`src/hdl/embp_fifo.sv`:
```
// Empty: the request FIFO module is kept in the same file as the top level

```
`src/hdl/embp_pkg.sv`:
```
// Package: constants and types for the external memory bus port
package embp_pkg;
   localparam int unsigned ADDR_W = 16;
   localparam int unsigned DATA_W = 16;
   localparam int unsigned GLOBAL_AW = 15;
   localparam logic [15:0] ADDR_RST = 16'h0000;
   localparam logic [15:0] DATA_RST = 16'h0000;
   localparam int unsigned FIFO_DEPTH = 4;
   // Bus space codes on the request port
   typedef enum logic [1:0]
   {
      EMBP_SP_PROG = 2'b00,
      EMBP_SP_DATA = 2'b01,
      EMBP_SP_IO = 2'b10,
      EMBP_SP_GLOBAL = 2'b11
   } embp_space_t;
endpackage : embp_pkg

```
`src/hdl/embp_port.sv`:
```
// File: external memory bus port, top level and its request FIFO
`timescale 1ns/10ps
//==========================================================
// Overview of operation
// [RULE1] Sixteen-bit two-way data bus, bit 15 most significant, shared by all spaces.
// [RULE2] Data bus released unless driving write data, and while reset input is low.
// [RULE3] Sixteen-bit address bus selects program, data or I/O locations.
// [RULE4] Output-disable low floats address, data and every bus control output.
// [RULE5] Program select high except during off-chip program space cycles.
// [RULE6] Data select high except during off-chip data space cycles.
// [RULE7] I/O select high except during I/O port cycles.
// [RULE8] Ready sampled each cycle; low means wait one cycle and sample again.
// [RULE9] External device raises ready only when done; tie high when unused.
// [RULE10] Read/write line high by default, low only during writes.
// [RULE11] Bus-cycle strobe high, low only during an active external cycle.
// [RULE12] Read select low during every external read, fit for output enables.
// [RULE13] Internal I/O register accesses still show I/O select, direction, data.
// [RULE14] Write strobe falls as data bus is driven; data valid at its rise.
// [RULE15] Global bus request low during global data space accesses.
// [RULE16] At most one space select active per cycle, with the strobe; internal I/O accesses drop I/O select without it.
module embp_port
   import embp_pkg::*;
#(
   parameter int unsigned DEPTH = embp_pkg::FIFO_DEPTH
)
(
   input wire logic ref_clk,
   input wire logic srst,
   input wire logic reset_in_n,
   input wire logic output_disable_n,
   // Core request port, buffered through the FIFO
   input wire logic req_valid,
   output logic req_ready,
   input wire logic req_write,
   input wire embp_pkg::embp_space_t req_space,
   input wire logic req_internal,
   input wire logic [embp_pkg::ADDR_W-1:0] req_addr,
   input wire logic [embp_pkg::DATA_W-1:0] req_wdata,
   // Read data back to the core
   output logic rsp_valid,
   output logic [embp_pkg::DATA_W-1:0] rsp_rdata,
   // Pins
   input wire logic ready,
   output logic [embp_pkg::ADDR_W-1:0] addr_o,
   output logic addr_oe,
   input wire logic [embp_pkg::DATA_W-1:0] data_i,
   output logic [embp_pkg::DATA_W-1:0] data_o,
   output logic data_oe,
   output logic program_space_select_n,
   output logic data_space_select_n,
   output logic io_space_select_n,
   output logic bus_cycle_strobe_n,
   output logic read_select_n,
   output logic read_write,
   output logic write_strobe_n,
   output logic global_bus_request_n,
   output logic ctrl_oe
);
   import embp_pkg::*;

   localparam int unsigned RW = 2 + 1 + 1 + ADDR_W + DATA_W;

   typedef enum logic [1:0] {EMBP_IDLE, EMBP_ACCESS, EMBP_DONE} embp_state_t;

   logic [RW-1:0] fifo_in, fifo_out;
   logic fifo_valid, fifo_pop;
   embp_space_t f_space;
   logic [1:0] f_space_bits;
   logic f_write, f_internal;
   logic [ADDR_W-1:0] f_addr;
   logic [DATA_W-1:0] f_wdata;

   assign fifo_in = {req_space, req_write, req_internal, req_addr, req_wdata};
   assign {f_space_bits, f_write, f_internal, f_addr, f_wdata} = fifo_out;
   assign f_space = embp_space_t'(f_space_bits);

   embp_fifo #(.WIDTH(RW), .DEPTH(DEPTH)) u_fifo
   (
      .ref_clk(ref_clk),
      .srst(srst),
      .in_valid(req_valid),
      .in_ready(req_ready),
      .in_data(fifo_in),
      .out_valid(fifo_valid),
      .out_ready(fifo_pop),
      .out_data(fifo_out)
   );

   //==========================================================
   // Bus cycle sequencer
   embp_state_t state_ff, nxt_state;
   logic [ADDR_W-1:0] addr_ff, nxt_addr;
   logic [DATA_W-1:0] dout_ff, nxt_dout;
   logic dout_en_ff, nxt_dout_en;
   logic ps_n_ff, nxt_ps_n, ds_n_ff, nxt_ds_n, is_n_ff, nxt_is_n;
   logic bus_cycle_strobe_n_n_ff, nxt_bus_cycle_strobe_n_n, rd_n_ff, nxt_rd_n, rw_ff, nxt_rw;
   logic we_n_ff, nxt_we_n, br_n_ff, nxt_br_n;
   logic rsp_v_ff, nxt_rsp_v;
   logic [DATA_W-1:0] rsp_d_ff, nxt_rsp_d;
   logic ext_ff, nxt_ext;
   logic oe_ff, drive_ff;

   always_comb
   begin
      nxt_state = state_ff;
      nxt_addr = addr_ff;
      nxt_dout = dout_ff;
      nxt_dout_en = dout_en_ff;
      nxt_ps_n = ps_n_ff;
      nxt_ds_n = ds_n_ff;
      nxt_is_n = is_n_ff;
      nxt_bus_cycle_strobe_n_n = bus_cycle_strobe_n_n_ff;
      nxt_rd_n = rd_n_ff;
      nxt_rw = rw_ff;
      nxt_we_n = we_n_ff;
      nxt_br_n = br_n_ff;
      nxt_rsp_v = 1'b0;
      nxt_rsp_d = rsp_d_ff;
      nxt_ext = ext_ff;
      fifo_pop = 1'b0;
      case (state_ff)
         EMBP_IDLE:
         begin
            if (fifo_valid)
            begin
               fifo_pop = 1'b1;
               nxt_state = EMBP_ACCESS;
               nxt_addr = f_addr; // [RULE3]
               // Internal I/O register accesses skip strobes but stay visible
               nxt_ext = !f_internal;
               nxt_bus_cycle_strobe_n_n = f_internal; // [RULE11]
               // Only off-chip cycles may drop the program, data and global selects
               nxt_ps_n = !(nxt_ext && f_space == EMBP_SP_PROG); // [RULE5] [RULE16]
               nxt_ds_n = !(nxt_ext && (f_space == EMBP_SP_DATA
                  || f_space == EMBP_SP_GLOBAL)); // [RULE6]
               nxt_is_n = !(f_space == EMBP_SP_IO); // [RULE7] [RULE13]
               nxt_br_n = !(nxt_ext && f_space == EMBP_SP_GLOBAL); // [RULE15]
               nxt_rw = !f_write; // [RULE10] [RULE13]
               nxt_rd_n = f_write || f_internal; // [RULE12]
               nxt_we_n = !(f_write && !f_internal); // [RULE14]
               nxt_dout = f_wdata;
               nxt_dout_en = f_write; // [RULE1] [RULE13] [RULE14]
            end
         end
         EMBP_ACCESS:
         begin
            // Internal accesses take one cycle and ignore ready
            if (ready || !ext_ff) // [RULE8] [RULE9]
            begin
               nxt_state = EMBP_DONE;
               nxt_rsp_v = rw_ff;
               nxt_rsp_d = data_i;
               nxt_bus_cycle_strobe_n_n = 1'b1;
               nxt_ps_n = 1'b1;
               nxt_ds_n = 1'b1;
               nxt_is_n = 1'b1;
               nxt_br_n = 1'b1;
               nxt_rd_n = 1'b1;
               nxt_we_n = 1'b1; // [RULE14]
            end
         end
         EMBP_DONE:
         begin
            // Turnaround cycle: data held past the write strobe rise
            nxt_state = EMBP_IDLE;
            nxt_dout_en = 1'b0; // [RULE2]
            nxt_rw = 1'b1; // [RULE10]
         end
         default:
         begin
            nxt_state = EMBP_IDLE;
         end
      endcase
   end

   always_ff @(posedge ref_clk)
   begin
      if (srst)
      begin
         state_ff <= EMBP_IDLE;
         addr_ff <= ADDR_RST;
         dout_ff <= DATA_RST;
         dout_en_ff <= 1'b0;
         ps_n_ff <= 1'b1;
         ds_n_ff <= 1'b1;
         is_n_ff <= 1'b1;
         bus_cycle_strobe_n_n_ff <= 1'b1;
         rd_n_ff <= 1'b1;
         rw_ff <= 1'b1;
         we_n_ff <= 1'b1;
         br_n_ff <= 1'b1;
         rsp_v_ff <= 1'b0;
         rsp_d_ff <= DATA_RST;
         ext_ff <= 1'b0;
      end
      else
      begin
         state_ff <= nxt_state;
         addr_ff <= nxt_addr;
         dout_ff <= nxt_dout;
         dout_en_ff <= nxt_dout_en;
         ps_n_ff <= nxt_ps_n;
         ds_n_ff <= nxt_ds_n;
         is_n_ff <= nxt_is_n;
         bus_cycle_strobe_n_n_ff <= nxt_bus_cycle_strobe_n_n;
         rd_n_ff <= nxt_rd_n;
         rw_ff <= nxt_rw;
         we_n_ff <= nxt_we_n;
         br_n_ff <= nxt_br_n;
         rsp_v_ff <= nxt_rsp_v;
         rsp_d_ff <= nxt_rsp_d;
         ext_ff <= nxt_ext;
      end
   end

   //==========================================================
   // Pin enables, registered so every enable comes from a flip-flop
   logic nxt_oe, nxt_drive;

   always_comb
   begin
      nxt_oe = output_disable_n; // [RULE4]
      nxt_drive = output_disable_n && reset_in_n && nxt_dout_en; // [RULE2] [RULE4]
   end

   always_ff @(posedge ref_clk)
   begin
      if (srst)
      begin
         oe_ff <= 1'b0;
         drive_ff <= 1'b0;
      end
      else
      begin
         oe_ff <= nxt_oe;
         drive_ff <= nxt_drive;
      end
   end

   assign addr_o = addr_ff;
   assign addr_oe = oe_ff;
   assign data_o = dout_ff;
   assign data_oe = drive_ff;
   assign program_space_select_n = ps_n_ff;
   assign data_space_select_n = ds_n_ff;
   assign io_space_select_n = is_n_ff;
   assign bus_cycle_strobe_n = bus_cycle_strobe_n_n_ff;
   assign read_select_n = rd_n_ff;
   assign read_write = rw_ff;
   assign write_strobe_n = we_n_ff;
   assign global_bus_request_n = br_n_ff;
   assign ctrl_oe = oe_ff;
   assign rsp_valid = rsp_v_ff;
   assign rsp_rdata = rsp_d_ff;
endmodule : embp_port

//==========================================================
// Request FIFO: flip-flop storage, valid/ready on both sides
module embp_fifo #(
   parameter int unsigned WIDTH = 16,
   parameter int unsigned DEPTH = 4
)
(
   input wire logic ref_clk,
   input wire logic srst,
   input wire logic in_valid,
   output logic in_ready,
   input wire logic [WIDTH-1:0] in_data,
   output logic out_valid,
   input wire logic out_ready,
   output logic [WIDTH-1:0] out_data
);
   localparam int unsigned PW = (DEPTH > 1) ? $clog2(DEPTH) : 1;
   logic [WIDTH-1:0] mem_ff [DEPTH];
   logic [WIDTH-1:0] nxt_mem [DEPTH];
   logic [PW-1:0] wr_ff, nxt_wr, rd_ff, nxt_rd;
   logic [PW:0] cnt_ff, nxt_cnt;
   // Not-full flag kept in a flip-flop so req_ready leaves the block registered
   logic ready_ff, nxt_ready;
   logic push, pop;

   always_comb
   begin
      push = in_valid && ready_ff;
      pop = out_ready && (cnt_ff != '0);
      nxt_wr = wr_ff;
      nxt_rd = rd_ff;
      nxt_cnt = cnt_ff;
      if (push)
      begin
         nxt_wr = (wr_ff == PW'(DEPTH - 1)) ? '0 : wr_ff + PW'(1);
      end
      if (pop)
      begin
         nxt_rd = (rd_ff == PW'(DEPTH - 1)) ? '0 : rd_ff + PW'(1);
      end
      if (push && !pop)
      begin
         nxt_cnt = cnt_ff + (PW+1)'(1);
      end
      else if (pop && !push)
      begin
         nxt_cnt = cnt_ff - (PW+1)'(1);
      end
      nxt_ready = (nxt_cnt != (PW+1)'(DEPTH));
   end

   always_ff @(posedge ref_clk)
   begin
      if (srst)
      begin
         wr_ff <= '0;
         rd_ff <= '0;
         cnt_ff <= '0;
         ready_ff <= 1'b1;
      end
      else
      begin
         wr_ff <= nxt_wr;
         rd_ff <= nxt_rd;
         cnt_ff <= nxt_cnt;
         ready_ff <= nxt_ready;
      end
   end

   // Storage has no reset; entries are only read once written
   always_comb
   begin
      nxt_mem = mem_ff;
      if (push)
      begin
         nxt_mem[wr_ff] = in_data;
      end
   end

   always_ff @(posedge ref_clk)
   begin
      mem_ff <= nxt_mem;
   end

   assign in_ready = ready_ff;
   assign out_valid = (cnt_ff != '0);
   assign out_data = mem_ff[rd_ff];
endmodule : embp_fifo

```
`config.mk`:
```
export PLATFORM = sky130hd
export DESIGN_NAME = embp_port
export DESIGN_NICKNAME = d
export VERILOG_FILES = /design/src/hdl/embp_fifo.sv /design/src/hdl/embp_pkg.sv /design/src/hdl/embp_port.sv
export SDC_FILE = /design/constraint.sdc
export NUM_CORES = 1
export LEC_CHECK = 0
export BUFFER_PORTS_ARGS = -buffer_cell sky130_fd_sc_hd__buf_2
export CELL_PAD_IN_SITES_DETAIL_PLACEMENT = 1
export CELL_PAD_IN_SITES_GLOBAL_PLACEMENT = 1
export CORE_MARGIN = 2
export CORE_UTILIZATION = 42
export DETAILED_ROUTE_END_ITERATION = 12
export HOLD_SLACK_MARGIN = 0.02
export PLACE_DENSITY_LB_ADDON = 0.1
export SLEW_MARGIN = 10
export SYNTH_ARGS = -nofsm -noshare
export SYNTH_HDL_FRONTEND = slang
export SYNTH_SLANG_ARGS = --single-unit
```
`constraint.sdc`:
```
create_clock -name ref_clk -period 2.1 [get_ports ref_clk]
set_clock_uncertainty 0.15 [all_clocks]
set_input_delay 0.42 -clock ref_clk [delete_from_list [all_inputs] [get_ports ref_clk]]
set_output_delay 0.42 -clock ref_clk [all_outputs]
set_load 0.02 [all_outputs]
```
# Word-level counts from Yosys, hierarchy flattened
# Index checks and enable logic that the tools add are counted.
dict set report classes {
  addsub 4
  n_lt_le_gt_ge 3
  eq_ne 10
  muxes 34
  bitwise 4
  reduce_logical 35
}
# operator count
set ops {}
lappend ops {{144-bit bitwise mux} 1}
lappend ops {{36-bit 2-to-1 mux} 3}
lappend ops {{36-bit binary-select mux with 2-bit select} 1}
lappend ops {{36-bit demux with 2-bit select} 1}
lappend ops {{1-bit case mux with 2 select lines} 9}
lappend ops {{1-bit 2-to-1 mux} 12}
lappend ops {{1-bit logical AND} 11}
lappend ops {{2-bit equality test (second input constant)} 5}
lappend ops {{1-bit logical NOT} 10}
lappend ops {{2-bit 2-to-1 mux} 4}
lappend ops {{2-bit AND reduction} 4}
lappend ops {{3-bit greater-or-equal comparator (second input constant)} 2}
lappend ops {{3-bit 2-to-1 mux} 2}
lappend ops {{2-bit NOT with 3-bit output} 2}
lappend ops {{2-bit by 1-bit adder with 2-bit output (second input constant)} 2}
lappend ops {{2-bit by 1-bit equality test with 1-bit output (second input constant)} 2}
lappend ops {{2-bit logical NOT} 2}
lappend ops {{2-bit inequality test (second input constant)} 2}
lappend ops {{2-bit case mux with 2 select lines} 1}
lappend ops {{2-bit nonzero test} 2}
lappend ops {{3-bit by 1-bit adder with 3-bit output (second input constant)} 1}
lappend ops {{1-bit logical OR} 3}
lappend ops {{3-bit by 1-bit less-than comparator with 1-bit output (second input constant)} 1}
lappend ops {{3-bit inequality test (second input constant)} 1}
lappend ops {{other kinds (5)} 6}
dict set report totals {
  regBits 215
  in_bits 58
  output_inout_bits 61
  word_cells 115
}

# Depth between registers and ports, before layout
dict set report logic_depth {
  ltp_word 10
  depth_mapped 7
}

# By module
# Synthesis repeated with hierarchy kept, for this count alone.
dict set report unflattened {
  cells_unflattened 527
  area_unflattened_um2 8264.2
}
# mod instances cells_per_inst area_per_inst_um2 seq_area_each_um2
set by_module_without_submodules {}
lappend by_module_without_submodules {embp_fifo 1 249 5734.2 4484.3}
lappend by_module_without_submodules {embp_port 1 278 2529.9 1261.2}

# Worst setup path before layout
# Ideal clock, no wire load.
dict set report synth_timing {
  kind {register -> register}
  startpoint {register u_fifo.cnt_ff[0]}
  endpoint {register rd_n_ff, in the netlist read_select_n}
  setup_ns 0.120
  arrival_ns 1.753
  required_time_ns 1.830
  setup_slack_ns 0.077
  stages_incl_launch_ff 7
  path_buffers 0
  period_less_slack_ns 2.023
  path_cell_list {dfxtp_1 -> inv_1 -> ha_1 -> nor3b_1 -> a211oi_1 -> inv_1 -> a211o_1}
}
dict set report synth_between {
  elab_chain_len 3
}
# item line
set synth_rtl {}
lappend synth_rtl {{start, declared} embp_port.sv:277} ;# logic [PW:0] cnt_ff, nxt_cnt;
lappend synth_rtl {{start signal, assigned} embp_port.sv:321} ;# cnt_ff <= nxt_cnt;
lappend synth_rtl {{3-bit nonzero test} embp_port.sv:342} ;# assign out_valid = (cnt_ff != '0);
lappend synth_rtl {{2-bit inequality test (no source line)} --}
lappend synth_rtl {{3-bit AND reduction (no source line)} --}
lappend synth_rtl {{end signal, assigned} embp_port.sv:206} ;# rd_n_ff <= nxt_rd_n;
lappend synth_rtl {{end, declared} embp_port.sv:96} ;# logic bus_cycle_strobe_n_n_ff, nxt_bus_cycle_strobe_n_n, rd_n_ff, nxt_rd_n, rw_ff, nxt_rw;
# Every way passes these cells.
# A chain may end at the register's enable or synchronous reset.

# Worst setup path after layout
# Same ends and word-level chain as after synthesis.

==> flow_metrics.tcl <==
set metrics [dict create \
    seqPwrFrac_pct 40.2 \
    fp.dieW_um 141 \
    io_buffers 118 \
    ir_drop_uv 806 \
    crit_path_end_kind "flip-flop" \
    drtPass1Iterations 4 \
    start_util_pct 42.6 \
    tightest_slew_ns 0.675 \
    yosysTopAreaCell "edfxtp_1" \
    synth_most_common_cell "edfxtp_1" \
    coreArea_sq_mm 0.0186 \
    grt_pass1_vias 5379 \
    clockRootBuffer "clkbuf_16" \
    synth_top_area_share_pct 54.7 \
    p_switching_mw 4.74 \
    reg2reg_slack_ns 0.18 \
    hold_depth 3 \
    start_kind "flip-flop" \
    wire_per_inst_um 18.9 \
    slowest_stage "dfxtp_1" \
    netlist_instances 525 \
    crit_type "reg -> reg" \
    post-route-drc-count 0 \
    netlist_area_sq_mm 0.00791 \
    cts_made_buffers 24 \
    cts_tree "yes" \
    cpMostUsedCell "inv_1" \
    grt_max_degree 42 \
    fin_crit_sh_pct 91.4 \
    ys_seq_elements 215 \
    rows 50 \
    drive_gt1_share_pct 29.6 \
    timing.rr.end "read_select_n$_SDFFE_PP1P_" \
    cts_buffer_depth 3 \
    fillCellCount 1848 \
    die_y_um 141 \
    comb_power_share_pct 31.8 \
    yosysWarnings 0 \
    hold_viol_final 0 \
    rr_worst_depth 7 \
    grt_pass1_wl_mm 29.2 \
    post-route-min-period_ns 1.92 \
    crit_chain "inv_1, ha_1, nor3b_1, a211oi_1, buf_4, inv_1, a211o_1" \
    synthTopCellsByArea "edfxtp_1, dfxtp_1, mux4_2" \
    clkSinkCount 215 \
    crit_required_ns 2.35 \
    p_int_mw 9.46 \
    syn_avg_cell_area_sq_um 15.1 \
    dpl_worst_slack_ns 0.103 \
    wirelength_mm 18.2 \
    synth_enable_flop_cells 144 \
    cts_setup_buffers 0 \
    pin_count 119 \
    drt-vias-per-instance 5.15 \
    fin_nets 780 \
    globalplace.congestion 0.779 \
    vias 4974 \
    leakage_nw 3.77 \
    place_inst 870 \
    postPlaceCellArea_sq_mm 0.00894 \
    clkPwrFrac_pct 28.0 \
    register_area_sq_mm 0.00575 \
    relSlewSlack_pct 54.9 \
    yosys-top-cells-count "edfxtp_1, nand2_1, dfxtp_1" \
    fin_cells 966 \
    clk_pin_slew_ns 0.06 \
    whs_endpoint "rsp_rdata[6]$_SDFFE_PP0P_" \
    rr_startpoint "u_fifo.cnt_ff[0]$_SDFF_PP0_" \
    swShare_pct 33.4 \
    ys_seq_area_share_pct 72.6 \
    antennaDiodeCount 0 \
    post-dp-hpwl_mm 11.3 \
    setup_ws_ns 0.181 \
    clock_latency_ns 0.51 \
    cp_slowest_stage_delay_ns 0.42 \
    dieArea_sq_mm 0.0199 \
    multi_input_area_sq_mm 0.00204 \
    hold_class "in -> reg" \
    max_freq_mhz 521 \
    setup_viol 0 \
    drt_iter0_drc 187 \
    slew_viol_final 0 \
    syn_to_final_growth_pct 29.3 \
    synth_nets 591 \
    async_flop_share_pct 0 \
    status "finished, final reports clean" \
    final_area_sq_mm 0.0102 \
    ant_nets 0 \
    cap_violations 0 \
    antenna_found_initial 0 \
    grt.overflow.total 0 \
    p_per_area_mw_per_mm2 1390 \
    cts_max_level 1 \
    cp.arrival_ns 2.16 \
    crit_fanout 8 \
    synth_cell_types 37 \
    synth_flop_cell "edfxtp_1" \
    track_usage_pct 18.7 \
    hold_path.startpoint "data_i[6]" \
]
## cells by family (layout without fill, tap and decap cells)
logic type	Yosys count	count (layout)	share of synthesized area (%)
buffers and inverters	35	242	2.04
multiplexers	36	36	10.2
flip-flops	215	215	72.6
AO/OA/AOI/OAI	79	79	5.62
AND/OR/NAND/NOR	152	152	8.19
adder cells (fa/ha/maj)	8	8	1.27
## cells in the final DEF, fill, tap and decap left out, types with 2 or more instances in the layout
master | netlist | final
edfxtp_1 | 144 | 144
buf_2 | 6 | 118
nand2_1 | 106 | 105
dfxtp_1 | 71 | 69
a21oi_1 | 57 | 57
dlygate4sd3_1 | 0 | 52
mux4_2 | 36 | 36
clkbuf_16 | 0 | 24
buf_4 | 4 | 12
nor2_1 | 12 | 11
inv_1 | 8 | 8
ha_1 | 8 | 8
buf_12 | 0 | 8
nor3_1 | 9 | 7
clkinv_1 | 0 | 7
clkbuf_1 | 13 | 7
a211oi_1 | 5 | 5
and3_2 | 0 | 4
o21ai_0 | 5 | 4
nor2b_1 | 5 | 4
nand2b_1 | 3 | 3
or2_2 | 2 | 2
and2_1 | 2 | 2
nor4_1 | 2 | 2
a221oi_1 | 2 | 2
a21o_1 | 2 | 2
and3_1 | 6 | 2
bufinv_16 | 0 | 2
clkinv_2 | 0 | 2
## per-stage QoR
stage	util, %	power (mW)	TNS, ns	hold WS [ns]
after floorplan	-	8.55	0	0.319
after global placement	48.1	10.1	0	0.288
after detailed placement	48.1	10.3	0	0.297
after CTS	55.0	14.4	0	0.0221
after global routing	55.0	15.0	-0.00481	0.0438
final	55.0	14.2	0	0.0392
## flip-flops by register name, indices dropped and copies added (netlist names), 2 cells and up
register and count:
data_o 16, u_fifo.mem_ff 144, u_fifo.wr_ff 2, u_fifo.rd_ff 2
rsp_rdata 16, u_fifo.cnt_ff 3, addr_o 16, state_ff 2
## power by group through the flow
stage          Combinational (mW)  Sequential, mW  Clock (mW)
2_1_floorplan                2.31            6.24           0
3_3_place_gp                 4.40            5.73           0
3_5_place_dp                 4.49            5.79           0
4_1_cts                      4.58            5.71        4.09
5_1_grt                      4.96            5.79        4.24
6_report                     4.51            5.71        3.97
## worst max path at each step
stage / end / slack, ns / from / cells past startpoint
global placement: rsp_rdata[9]$_SDFFE_PP0P_ / 0.20 / ready / 5
finish: read_select_n$_SDFFE_PP1P_ / 0.18 / u_fifo.cnt_ff[0]$_SDFF_PP0_ / 7
detailed placement: rsp_rdata[6]$_SDFFE_PP0P_ / 0.10 / ready / 5
global route: u_fifo.cnt_ff[1]$_SDFF_PP0_ / -0.005 / u_fifo.cnt_ff[0]$_SDFF_PP0_ / 7
floorplan: read_select_n$_SDFFE_PP1P_ / 0.08 / u_fifo.cnt_ff[0]$_SDFF_PP0_ / 6
CTS: rsp_rdata[6]$_SDFFE_PP0P_ / 0.10 / state_ff[0]$_SDFFE_PP0P_ / 4
## layer usage
| layer | share of wire (%) | routed length, um | global-route usage [%] | vias up |
|---|---|---|---|---|
| met3 | 3.8 | 695 | 3.29 | 25 |
| met5 | 0 | 0 | 0 | - |
| li1 | - | - | - | 2337 |
| met4 | 2.0 | 367 | 4.53 | 0 |
| met1 | 43 | 7830 | 23.6 | 2510 |
| met2 | 51 | 9340 | 33.5 | 102 |
## layout make-up
cell class	instances	share of cell area, %
tap	234	2.86
clock buffer	32	6.27
timing repair buffer	190	13.3
inverter	8	0.294
multi-input combinational	275	19.9
clock inverter	12	1.10
sequential	215	56.2
## critical path: cells and delay by family (launching register included)
kind	cells	cell delay, ns
simple gates	1	0.15
compound gates	2	0.50
flops	1	0.42
buf+inv	3	0.36
fa+ha+maj	1	0.24
## what timing repair did
action,in CTS,in global routing
resized for setup,0,4
hold endpoints to repair,160,0
endpoints found under the setup margin,0,11
hold buffers,52,0
Note: power is estimated with default switching activity, not from simulation.
